`config.mk`:
```
export PLATFORM = sky130hd
export DESIGN_NAME = spmsp_top
export DESIGN_NICKNAME = d
export VERILOG_FILES = /design/src/inc/spmsp_pkg.sv /design/src/inc/spmsp_rate_if.sv /design/src/core/spmsp_clkgen.sv /design/src/core/spmsp_sync.sv /design/src/core/spmsp_top.sv
export SDC_FILE = /design/constraint.sdc
export NUM_CORES = 1
export LEC_CHECK = 0
export ABC_AREA = 1
export BUFFER_PORTS_ARGS = -buffer_cell sky130_fd_sc_hd__buf_2
export CAP_MARGIN = 0
export CORE_MARGIN = 2
export CORE_UTILIZATION = 58
export DETAILED_ROUTE_END_ITERATION = 6
export MAX_ROUTING_LAYER = met4
export PLACE_DENSITY = 0.95
export SLEW_MARGIN = 5
export SYNTH_ARGS = -nofsm -noshare
export SYNTH_HDL_FRONTEND = slang
export SYNTH_SLANG_ARGS = --single-unit
```
`constraint.sdc`:
```
create_clock -name clock -period 3.8 [get_ports clock]
set_input_delay 0.38 -clock clock [delete_from_list [all_inputs] [get_ports clock]]
set_output_delay 0.38 -clock clock [all_outputs]
set_load 0.05 [all_outputs]
```
`src/inc/spmsp_pkg.sv`:
```
package spmsp_pkg;

	// ------------------------------------------------------------
	// register map: printed offsets are word indices
	// ------------------------------------------------------------
	localparam int          SPMSP_ADDR_W    = 8;
	localparam logic [7:0]  SPMSP_CTRL_IDX  = 8'h2a;
	localparam logic [7:0]  SPMSP_STAT_IDX  = 8'h2b;
	localparam logic [7:0]  SPMSP_DATA_IDX  = 8'h2c;
	localparam logic [7:0]  SPMSP_CTRL_ADDR = {SPMSP_CTRL_IDX[5:0], 2'b00};
	localparam logic [7:0]  SPMSP_STAT_ADDR = {SPMSP_STAT_IDX[5:0], 2'b00};
	localparam logic [7:0]  SPMSP_DATA_ADDR = {SPMSP_DATA_IDX[5:0], 2'b00};

	// ------------------------------------------------------------
	// control field positions
	// ------------------------------------------------------------
	localparam int SPMSP_C_IRQ_EN  = 7;
	localparam int SPMSP_C_PORT_EN = 6;
	localparam int SPMSP_C_MASTER  = 4;
	localparam int SPMSP_C_CLOCK_POLARITY    = 3;
	localparam int SPMSP_C_CLOCK_PHASE    = 2;
	localparam int SPMSP_C_RATE_HI = 1;
	localparam int SPMSP_C_RATE_LO = 0;

	// ------------------------------------------------------------
	// status field positions
	// ------------------------------------------------------------
	localparam int SPMSP_S_DONE  = 7;
	localparam int SPMSP_S_WRITE_COLLISION_FLAG  = 6;
	localparam int SPMSP_S_MODE_FAULT_FLAG  = 4;

	localparam logic [7:0] SPMSP_CTRL_RST = 8'h00;
	localparam logic [7:0] SPMSP_BYTE_RST = 8'h00;

	// ------------------------------------------------------------
	// serial timing
	// ------------------------------------------------------------
	localparam int         SPMSP_DIV_0     = 2;
	localparam int         SPMSP_DIV_1     = 4;
	localparam int         SPMSP_DIV_2     = 16;
	localparam int         SPMSP_DIV_3     = 32;
	localparam int         SPMSP_BITS      = 8;
	localparam logic [3:0] SPMSP_LAST_EDGE = 4'(2 * SPMSP_BITS - 1);

	typedef enum logic [1:0] {
		SPMSP_RATE_0,
		SPMSP_RATE_1,
		SPMSP_RATE_2,
		SPMSP_RATE_3
	} spmsp_rate_t;

endpackage

```
`src/inc/spmsp_rate_if.sv`:
```
`timescale 1ns/100ps
interface spmsp_rate_if;
	logic        run;
	spmsp_pkg::spmsp_rate_t rate;
	logic        tick;

	modport gen (
		input  run,
		input  rate,
		output tick
	);
	modport user (
		output run,
		output rate,
		input  tick
	);
endinterface

```
`src/core/spmsp_clkgen.sv`:
```
`timescale 1ns/100ps
module spmsp_clkgen (
	// clock and reset
	input  wire logic clock,
	input  wire logic nrst,
	// rate request and half-period tick
	spmsp_rate_if.gen rif
);
	import spmsp_pkg::*;

	logic [3:0] cnt_reg;
	logic [3:0] term;
	logic       tick_reg;

	// one tick per half period of the serial clock
	always_comb begin
		case (rif.rate)
			SPMSP_RATE_0: term = 4'(SPMSP_DIV_0 / 2 - 1);
			SPMSP_RATE_1: term = 4'(SPMSP_DIV_1 / 2 - 1);
			SPMSP_RATE_2: term = 4'(SPMSP_DIV_2 / 2 - 1);
			SPMSP_RATE_3: term = 4'(SPMSP_DIV_3 / 2 - 1);
			default:      term = 4'(SPMSP_DIV_0 / 2 - 1);
		endcase
	end

	always_ff @(posedge clock or negedge nrst) begin
		if (!nrst) begin
			cnt_reg  <= 4'h0;
			tick_reg <= 1'b0;
		end else if (!rif.run) begin
			cnt_reg  <= 4'h0;
			tick_reg <= 1'b0;
		end else if (cnt_reg >= term) begin
			cnt_reg  <= 4'h0;
			tick_reg <= 1'b1;
		end else begin
			cnt_reg  <= cnt_reg + 4'h1;
			tick_reg <= 1'b0;
		end
	end

	assign rif.tick = tick_reg;
endmodule

```
`src/core/spmsp_sync.sv`:
```
`timescale 1ns/100ps
module spmsp_sync #(
	parameter int            W       = 1,
	parameter logic [W-1:0]  RST_VAL = '0
) (
	// clock and reset
	input  wire logic         clock,
	input  wire logic         nrst,
	// asynchronous in, synchronised out
	input  wire logic [W-1:0] din,
	output logic      [W-1:0] dout
);
	logic [W-1:0] meta_reg;
	logic [W-1:0] sync_reg;

	always_ff @(posedge clock or negedge nrst) begin
		if (!nrst) begin
			meta_reg <= RST_VAL;
			sync_reg <= RST_VAL;
		end else begin
			meta_reg <= din;
			sync_reg <= meta_reg;
		end
	end

	assign dout = sync_reg;
endmodule

```
`src/core/spmsp_top.sv`:
```
`timescale 1ns/100ps
// Notes on behaviour
// - master reads miso, slave drives miso; bytes travel msb first
// - slave releases miso while select is high, drives it while low
// - full duplex: received byte replaces sent byte, one done flag
// - slave with phase zero and select low refuses data writes
// - unselected slave ignores serial clock and mosi
// - master seeing select low drops master, port enable, sets fault
// - one byte is exchanged in exactly eight clock pulses
// - master clock from core clock via rate bits; unused as slave
// - both ends share polarity and phase; master clocks both lines
// - master data write loads shifter, starts clock, shifts out
// - after eight bits shifter copies to read buffer, read returns it
// - slave starts on select low plus clock, shifts both ways
// - each bit is driven half a cycle before its sampling edge
// - control, status and data registers at consecutive locations
// - control top bit enables the port interrupt
// - port enable hands the four pins to the serial function
// - rate codes divide core clock by 2, 4, 16, 32
// - polarity bit sets master idle clock level; the slave does not use it
// - each finished byte sets done flag, interrupt if enabled
module spmsp_top #(
	parameter int ADDR_W = spmsp_pkg::SPMSP_ADDR_W
) (
	// clock and reset
	input  wire logic              clock,
	input  wire logic              nrst,
	// apb slave
	input  wire logic [ADDR_W-1:0] paddr,
	input  wire logic              psel,
	input  wire logic              penable,
	input  wire logic              pwrite,
	input  wire logic [31:0]       pwdata,
	output logic      [31:0]       prdata,
	output logic                   pready,
	output logic                   pslverr,
	// serial pins
	input  wire logic              sck_in,
	output logic                   sck_out,
	output logic                   sck_oe_n,
	input  wire logic              mosi_in,
	output logic                   mosi_out,
	output logic                   mosi_oe_n,
	input  wire logic              miso_in,
	output logic                   miso_out,
	output logic                   miso_oe_n,
	input  wire logic              ss_n_in,
	// status to the system
	output logic                   irq,
	output logic                   pins_active
);
	import spmsp_pkg::*;

	// ------------------------------------------------------------
	// pin synchronisers
	// ------------------------------------------------------------
	logic [3:0] pins_s;
	logic       sck_s;
	logic       mosi_s;
	logic       miso_s;
	logic       ss_n_s;

	spmsp_sync #(.W(4), .RST_VAL(4'h1)) u_sync (
		.clock (clock),
		.nrst  (nrst),
		.din   ({sck_in, mosi_in, miso_in, ss_n_in}),
		.dout  (pins_s)
	);
	assign {sck_s, mosi_s, miso_s, ss_n_s} = pins_s;

	// ------------------------------------------------------------
	// state
	// ------------------------------------------------------------
	logic       irq_en_reg;
	logic       port_en_reg;
	logic       master_reg;
	logic       clock_polarity_reg;
	logic       clock_phase_reg;
	spmsp_rate_t rate_reg;
	logic       done_reg;
	logic       write_collision_flag_reg;
	logic       mode_fault_flag_reg;
	logic       seen_done_reg;
	logic       seen_write_collision_flag_reg;
	logic       seen_mode_fault_flag_reg;
	logic [7:0] shreg_reg;
	logic [7:0] rdbuf_reg;
	logic       rx_bit_reg;
	logic       out_bit_reg;
	logic       busy_reg;
	logic [3:0] edge_cnt_reg;
	logic       sck_d_reg;
	logic       sck_reg;
	logic [31:0] prdata_reg;
	logic       pready_reg;
	logic       pslverr_reg;
	logic       sck_oe_n_reg;
	logic       mosi_oe_n_reg;
	logic       miso_oe_n_reg;
	logic       irq_reg;
	logic       pins_active_reg;
	logic [1:0] msamp_reg;
	logic [1:0] mfin_reg;
	logic [7:0] mrx_reg;

	spmsp_rate_if rif ();

	spmsp_clkgen u_clkgen (
		.clock (clock),
		.nrst  (nrst),
		.rif   (rif)
	);
	// the divider only runs for a master byte in flight
	assign rif.run  = busy_reg & master_reg;
	assign rif.rate = rate_reg;

	// ------------------------------------------------------------
	// bus decode
	// ------------------------------------------------------------
	logic acc;
	logic resp;
	logic sel_ctrl;
	logic sel_stat;
	logic sel_data;
	logic wr_ctrl;
	logic rd_stat;
	logic wr_data;
	logic rd_data;

	// one wait state so that read data leaves a flip-flop
	assign resp     = psel & penable & ~pready_reg;
	assign acc      = psel & penable & pready_reg;
	assign sel_ctrl = (paddr == ADDR_W'(SPMSP_CTRL_ADDR));
	assign sel_stat = (paddr == ADDR_W'(SPMSP_STAT_ADDR));
	assign sel_data = (paddr == ADDR_W'(SPMSP_DATA_ADDR));
	assign wr_ctrl  = acc & pwrite & sel_ctrl;
	assign rd_stat  = acc & ~pwrite & sel_stat;
	assign wr_data  = acc & pwrite & sel_data;
	assign rd_data  = acc & ~pwrite & sel_data;

	// ------------------------------------------------------------
	// transfer control
	// ------------------------------------------------------------
	logic fault;
	logic inhibit;
	logic collide;
	logic load;
	logic start;
	logic edge_ev;
	logic lead;
	logic done;
	logic din;
	logic [7:0] shift_in;
	logic samp_ev;
	logic fin;
	logic [7:0] mrx_next;

	assign fault   = master_reg & port_en_reg & ~ss_n_s;
	// unread done flag blocks data writes until status has been seen
	assign inhibit = done_reg & ~seen_done_reg;
	assign collide = busy_reg | (mfin_reg != 2'h0) |
		(~master_reg & ~clock_phase_reg & ~ss_n_s);
	assign load    = wr_data & ~inhibit & ~collide;
	assign start   = load & master_reg & port_en_reg & ~fault;
	// slave edges only count while selected
	assign edge_ev = master_reg ? (busy_reg & rif.tick) :
		(port_en_reg & ~ss_n_s & (sck_s ^ sck_d_reg));
	assign lead    = ~edge_cnt_reg[0];
	assign done    = edge_ev & ~lead &
		(edge_cnt_reg == SPMSP_LAST_EDGE);
	assign din     = master_reg ? miso_s : mosi_s;
	assign shift_in = clock_phase_reg ? {shreg_reg[6:0], din} :
		{shreg_reg[6:0], rx_bit_reg};
	assign samp_ev  = edge_ev & (lead ^ clock_phase_reg);
	// a master byte completes two clocks late, once miso has crossed
	// the synchroniser; writes in that tail count as collisions
	assign fin      = master_reg ? mfin_reg[1] : done;
	assign mrx_next = msamp_reg[1] ? {mrx_reg[6:0], miso_s} : mrx_reg;

	// ------------------------------------------------------------
	// control register
	// ------------------------------------------------------------
	always_ff @(posedge clock or negedge nrst) begin
		if (!nrst) begin
			irq_en_reg  <= SPMSP_CTRL_RST[SPMSP_C_IRQ_EN];
			port_en_reg <= SPMSP_CTRL_RST[SPMSP_C_PORT_EN];
			master_reg  <= SPMSP_CTRL_RST[SPMSP_C_MASTER];
			clock_polarity_reg    <= SPMSP_CTRL_RST[SPMSP_C_CLOCK_POLARITY];
			clock_phase_reg    <= SPMSP_CTRL_RST[SPMSP_C_CLOCK_PHASE];
			rate_reg    <= SPMSP_RATE_0;
		end else begin
			if (wr_ctrl) begin
				irq_en_reg  <= pwdata[SPMSP_C_IRQ_EN];
				port_en_reg <= pwdata[SPMSP_C_PORT_EN];
				master_reg  <= pwdata[SPMSP_C_MASTER];
				clock_polarity_reg    <= pwdata[SPMSP_C_CLOCK_POLARITY];
				clock_phase_reg    <= pwdata[SPMSP_C_CLOCK_PHASE];
				rate_reg    <= spmsp_rate_t'({pwdata[SPMSP_C_RATE_HI],
					pwdata[SPMSP_C_RATE_LO]});
			end
			// a second master on the line wins over software
			if (fault) begin
				master_reg  <= 1'b0;
				port_en_reg <= 1'b0;
			end
		end
	end

	// ------------------------------------------------------------
	// status flags; hardware set wins over clear
	// ------------------------------------------------------------
	always_ff @(posedge clock or negedge nrst) begin
		if (!nrst) begin
			done_reg      <= 1'b0;
			seen_done_reg <= 1'b0;
		end else begin
			done_reg <= fin |
				(done_reg & ~((wr_data | rd_data) & seen_done_reg));
			if (fin || !done_reg)
				seen_done_reg <= 1'b0;
			else if (rd_stat)
				seen_done_reg <= 1'b1;
			else if (wr_data || rd_data)
				seen_done_reg <= 1'b0;
		end
	end

	always_ff @(posedge clock or negedge nrst) begin
		if (!nrst) begin
			write_collision_flag_reg      <= 1'b0;
			seen_write_collision_flag_reg <= 1'b0;
		end else begin
			write_collision_flag_reg <= (wr_data & ~inhibit & collide) |
				(write_collision_flag_reg & ~((wr_data | rd_data) & seen_write_collision_flag_reg));
			if (rd_stat && write_collision_flag_reg)
				seen_write_collision_flag_reg <= 1'b1;
			else if (wr_data || rd_data)
				seen_write_collision_flag_reg <= 1'b0;
		end
	end

	always_ff @(posedge clock or negedge nrst) begin
		if (!nrst) begin
			mode_fault_flag_reg      <= 1'b0;
			seen_mode_fault_flag_reg <= 1'b0;
		end else begin
			mode_fault_flag_reg <= fault |
				(mode_fault_flag_reg & ~(wr_ctrl & seen_mode_fault_flag_reg));
			if (rd_stat && mode_fault_flag_reg)
				seen_mode_fault_flag_reg <= 1'b1;
			else if (wr_ctrl)
				seen_mode_fault_flag_reg <= 1'b0;
		end
	end

	// ------------------------------------------------------------
	// byte sequencing
	// ------------------------------------------------------------
	always_ff @(posedge clock or negedge nrst) begin
		if (!nrst) begin
			busy_reg     <= 1'b0;
			edge_cnt_reg <= 4'h0;
		end else if (!port_en_reg || fault ||
				(!master_reg && ss_n_s) || done) begin
			// deselect aborts a partial slave byte
			busy_reg     <= 1'b0;
			edge_cnt_reg <= 4'h0;
		end else begin
			if (start || edge_ev)
				busy_reg <= 1'b1;
			if (edge_ev)
				edge_cnt_reg <= edge_cnt_reg + 4'h1;
		end
	end

	always_ff @(posedge clock or negedge nrst) begin
		if (!nrst)
			sck_d_reg <= 1'b0;
		else
			sck_d_reg <= sck_s;
	end

	// ------------------------------------------------------------
	// shift register, read buffer and driven bit
	// ------------------------------------------------------------
	always_ff @(posedge clock or negedge nrst) begin
		if (!nrst) begin
			shreg_reg  <= SPMSP_BYTE_RST;
			rx_bit_reg <= 1'b0;
		end else if (load) begin
			shreg_reg <= pwdata[7:0];
		end else if (fin && master_reg) begin
			shreg_reg <= mrx_next;
		end else if (edge_ev) begin
			// phase zero samples on the first edge of each pair
			if (lead && !clock_phase_reg)
				rx_bit_reg <= din;
			if (!lead)
				shreg_reg <= shift_in;
		end
	end

	always_ff @(posedge clock or negedge nrst) begin
		if (!nrst)
			rdbuf_reg <= SPMSP_BYTE_RST;
		else if (fin)
			rdbuf_reg <= master_reg ? mrx_next : shift_in;
	end

	// ------------------------------------------------------------
	// master receive, aligned to the miso synchroniser
	// ------------------------------------------------------------
	// miso answers our own sck; sampled at the edge itself it would still
	// show the previous bit at fast rates, so it is taken two clocks on
	always_ff @(posedge clock or negedge nrst) begin
		if (!nrst) begin
			msamp_reg <= 2'h0;
			mfin_reg  <= 2'h0;
			mrx_reg   <= SPMSP_BYTE_RST;
		end else begin
			msamp_reg <= {msamp_reg[0], samp_ev & master_reg};
			mfin_reg  <= {mfin_reg[0], done & master_reg};
			mrx_reg   <= mrx_next;
		end
	end

	always_ff @(posedge clock or negedge nrst) begin
		if (!nrst) begin
			out_bit_reg <= 1'b0;
		end else if (load && !clock_phase_reg) begin
			out_bit_reg <= pwdata[7];
		end else if (edge_ev) begin
			if (lead && clock_phase_reg)
				out_bit_reg <= shreg_reg[7];
			else if (!lead && !clock_phase_reg)
				out_bit_reg <= shreg_reg[6];
		end else if (!busy_reg && !clock_phase_reg) begin
			// phase zero slave shows its msb as soon as selected
			out_bit_reg <= shreg_reg[7];
		end
	end

	// ------------------------------------------------------------
	// serial clock generation
	// ------------------------------------------------------------
	always_ff @(posedge clock or negedge nrst) begin
		if (!nrst)
			sck_reg <= 1'b0;
		else if (master_reg && busy_reg)
			sck_reg <= rif.tick ? ~sck_reg : sck_reg;
		else
			sck_reg <= clock_polarity_reg;
	end

	// ------------------------------------------------------------
	// pin enables and system outputs
	// ------------------------------------------------------------
	always_ff @(posedge clock or negedge nrst) begin
		if (!nrst) begin
			sck_oe_n_reg    <= 1'b1;
			mosi_oe_n_reg   <= 1'b1;
			miso_oe_n_reg   <= 1'b1;
			pins_active_reg <= 1'b0;
		end else begin
			sck_oe_n_reg    <= ~(master_reg & port_en_reg);
			mosi_oe_n_reg   <= ~(master_reg & port_en_reg);
			miso_oe_n_reg   <= ~(~master_reg & port_en_reg &
				~ss_n_s);
			pins_active_reg <= port_en_reg;
		end
	end

	always_ff @(posedge clock or negedge nrst) begin
		if (!nrst)
			irq_reg <= 1'b0;
		else
			irq_reg <= done_reg & irq_en_reg;
	end

	// ------------------------------------------------------------
	// apb answer
	// ------------------------------------------------------------
	always_ff @(posedge clock or negedge nrst) begin
		if (!nrst) begin
			pready_reg  <= 1'b0;
			pslverr_reg <= 1'b0;
			prdata_reg  <= 32'h0000_0000;
		end else begin
			pready_reg  <= resp;
			pslverr_reg <= resp & ~(sel_ctrl | sel_stat | sel_data);
			if (resp && !pwrite) begin
				if (sel_ctrl)
					prdata_reg <= {24'h00_0000, irq_en_reg,
						port_en_reg, 1'b0, master_reg, clock_polarity_reg,
						clock_phase_reg, rate_reg};
				else if (sel_stat)
					prdata_reg <= {24'h00_0000, done_reg, write_collision_flag_reg,
						1'b0, mode_fault_flag_reg, 4'h0};
				else if (sel_data)
					prdata_reg <= {24'h00_0000, rdbuf_reg};
				else
					prdata_reg <= 32'h0000_0000;
			end
		end
	end

	assign prdata      = prdata_reg;
	assign pready      = pready_reg;
	assign pslverr     = pslverr_reg;
	assign sck_out     = sck_reg;
	assign sck_oe_n    = sck_oe_n_reg;
	assign mosi_out    = out_bit_reg;
	assign mosi_oe_n   = mosi_oe_n_reg;
	assign miso_out    = out_bit_reg;
	assign miso_oe_n   = miso_oe_n_reg;
	assign irq         = irq_reg;
	assign pins_active = pins_active_reg;
endmodule

```
==> summary.txt <==
Run status
  • Status: complete, no violations

Timing
  • FMAX: 0.529 GHz
  • Final WS setup: 1910 ps
  • Final max-slew violation count: 0
  • Unrepaired setup endpoints after global routing: no
  • Setup TNS: 0 ps
  • Tmin final: 1890 ps
  • Finish-stage setup viols: 0
  • Tcrit/Tclk final: 49.8%
  • Normalized max-slew margin: 37.1%
  • Clock skew: 13.5 ps
  • Final hold vios: 0
  • Slew @ Worst Pin: 944 ps
  • Worst hold slack: 124 ps

Worst setup path
  • CP Launch Type: register
  • CP max stage cell: dfrtp_1
  • Cells along the critical path: nor3_1 -> nor2_1 -> buf_4 -> nand3_1 -> nand3_2 -> nand2_1 -> nand2_1
  • Most repeated library cell on the critical path: nand2_1
  • Reg2Reg Depth: 7
  • CP Max Fanout: 12
  • Max incr delay on CP: 440 ps
  • Worst R2R Start: clock_phase_reg
  • RR Endpoint: shreg_reg[7]
  • Crit path kind: reg2reg
  • CP required: 4040 ps
  • Critical path capture point type: register
  • Worst R2R Setup Slack: 1910 ps
  • Worst path arrival time: 2130 ps

Die
  • Initial Utilization: 59.4%
  • Rows: 30
  • Core Region: 0.00676 mm^2
  • Full die area: 0.00760 mm^2
  • Die H: 87.2 um
  • I/O pin count: 91
  • Die X-Extent: 87.2 um

Route
  • Starting DRT DRC Count: 354
  • Routed vias: 3373
  • DR pass1 iterations: 6
  • Vias/cell: 5.47
  • Routed Antenna Nets: 0
  • Drt drc: 0
  • Routed length per instance: 14.0 um
  • Max Used Layer: met4
  • Met3 wire length: 671 um
  • Metal1 wirelength: 3.49 mm
  • Routed wire length: 8.66 mm
  • Met2 wire length: 4.37 mm

Placed design
  • Placed Instance Area: 0.00416 mm^2
  • GPL Wtd Cong: 0.906
  • Post-DP HPWL: 6.14 mm
  • DP Worst Slack: 1790 ps
  • Input/output buffers: 42

Worst hold path
  • Hold_sp: ss_n_in
  • Hold-critical path depth: 1
  • Worst Hold Path EP: u_sync.meta_reg[0]
  • Min-Delay Path Class: in2reg

Synth
  • Main synth FF type: dfrtp_1
  • Synth top area cells: dfrtp_1, nand2_1, inv_1
  • Yosys warning count: 0
  • Synth cell types: 37
  • Largest area contributor in the netlist: dfrtp_1
  • Area share of the largest cell type after synthesis: 45.5%
  • Sequential element share of the synthesized area: 48.1%
  • Synthesized flop and latch total: 77
  • Syn_area_per_cell: 8.17 um^2
  • EDFF count, synth: 0
  • Synth Cell Area: 0.00401 mm^2
  • Synth async-reset ratio: 100%
  • Post-Syn Instances: 491

Global route
  • Vias in the first global route: 3134
  • First-pass GRT wire length: 14.4 mm
  • Initial antenna violation count: 0
  • Total gr overflow: 0
  • Largest net degree at the start of global routing: 78
  • GRT Overall Usage: 25.4%

Power
  • Leak: 2.34 nW
  • Cell Pwr Density: 411 mW/mm^2
  • VDD IR max: 0.325 mV

CTS
  • Root Buffer: clkbuf_8
  • Total CTS buffers: 9
  • Sink Count: 77
  • Clock Latency Late Sink: 360 ps
  • CTS resizes: 0
  • CTS tree: done
  • Clk buf depth: 2
  • Clock transition at the registers of the reported paths: 80 ps
  • CTS Hold Bufs: 0
  • Post-CTS setup buffers: 0
  • H-tree depth: 3

Layout
  • Layout area overhead: 10.3%
  • # diodes: 0
  • Fin nets: 589
  • Share of layout cells above drive strength 1: 16.0%
  • Final design area excluding fillers: 0.00443 mm^2

Run
  • Max-Cap Viols: 0
==> stage by stage <==
stage | total power [mW] | std cells | util (%)
after floorplan | 0.994 | 514 | -
after global placement | 1.02 | 601 | 61.6
after detailed placement | 1.02 | 601 | 61.6
after CTS | 1.83 | 617 | 65.6
after global routing | 1.88 | 617 | 65.6
final | 1.82 | 617 | 65.6
==> critical path, delay by kind of cell, from the launching register on <==
family / cells / cell delay (ps)
buffers and inverters: 1 / 170
DFF: 1 / 440
and+or+nand+nor: 6 / 1140
==> cell families after synthesis <==
group	synth area share, %
compound gates	8.07
xor+xnor	0.655
fa+ha+maj	2.49
buf+inv	12.8
flops	48.1
other cells	0.0934
simple gates	27.8
==> how the worst max path moves through the flow <==
stage,start,slack (ps),endpoint
after floorplan,pready,2150,shreg_reg[0]
after global placement,paddr[4],1830,mode_fault_flag_reg
after detailed placement,paddr[0],1790,mode_fault_flag_reg
after CTS,clock_phase_reg,1940,shreg_reg[6]
after global routing,busy_reg,1750,shreg_reg[0]
final,clock_phase_reg,1910,shreg_reg[7]
==> layout by cell type (no fill, tap or decap), types with 2 or more instances in the layout <==
master	synthesis	layout
ha_1	8	8
conb_1	1	24
nand2_2	5	5
o21ai_2	2	2
dfstp_2	4	4
o211ai_1	2	2
or2_2	3	3
inv_1	61	61
nand2_1	134	134
bufinv_16	0	4
buf_4	26	3
nor2_1	36	36
o21ai_1	5	5
nand2_4	5	5
o21ai_0	38	38
nor2_4	2	2
xor2_1	2	2
nand3_1	20	20
dfrtp_1	73	73
nand3_2	2	2
buf_2	7	41
inv_2	2	2
a21oi_1	6	6
clkbuf_1	2	2
clkbuf_8	0	10
o22ai_1	5	5
nor3_1	6	6
nand4_1	23	23
==> cell usage after synthesis, types with 3 or more instances <==
master	n
nand4_1	23
nor2_1	36
o21ai_0	38
ha_1	8
nand3_1	20
inv_1	61
nand2_1	134
nor3_1	6
nand2_2	5
a21oi_1	6
dfstp_2	4
o22ai_1	5
buf_2	7
o21ai_1	5
buf_4	26
dfrtp_1	73
or2_2	3
nand2_4	5
==> layout make-up <==
class	instances	area, um^2
fill	497	2330
sequential	77	1930
multi-input combinational	335	1660
inverter	65	249
timing repair buffer	44	228
clock buffer	12	145
clock inverter	4	120
tap	80	100
==> metal layers <==
metal / global-route usage, % / vias to the layer above
met1: 31.3 / 1595
li1: - / 1596
met2: 41.6 / 160
met5: - / -
met4: 7.97 / 0
met3: 6.07 / 22
==> power breakdown <==
part	total [mW]	internal, mW	switching (mW)	leakage (nW)
combinational	0.161	0.0264	0.135	1.21
clock	0.814	0.521	0.292	0.131
sequential	0.844	0.835	0.00906	0.992
Power figures use the tool's default switching activity.
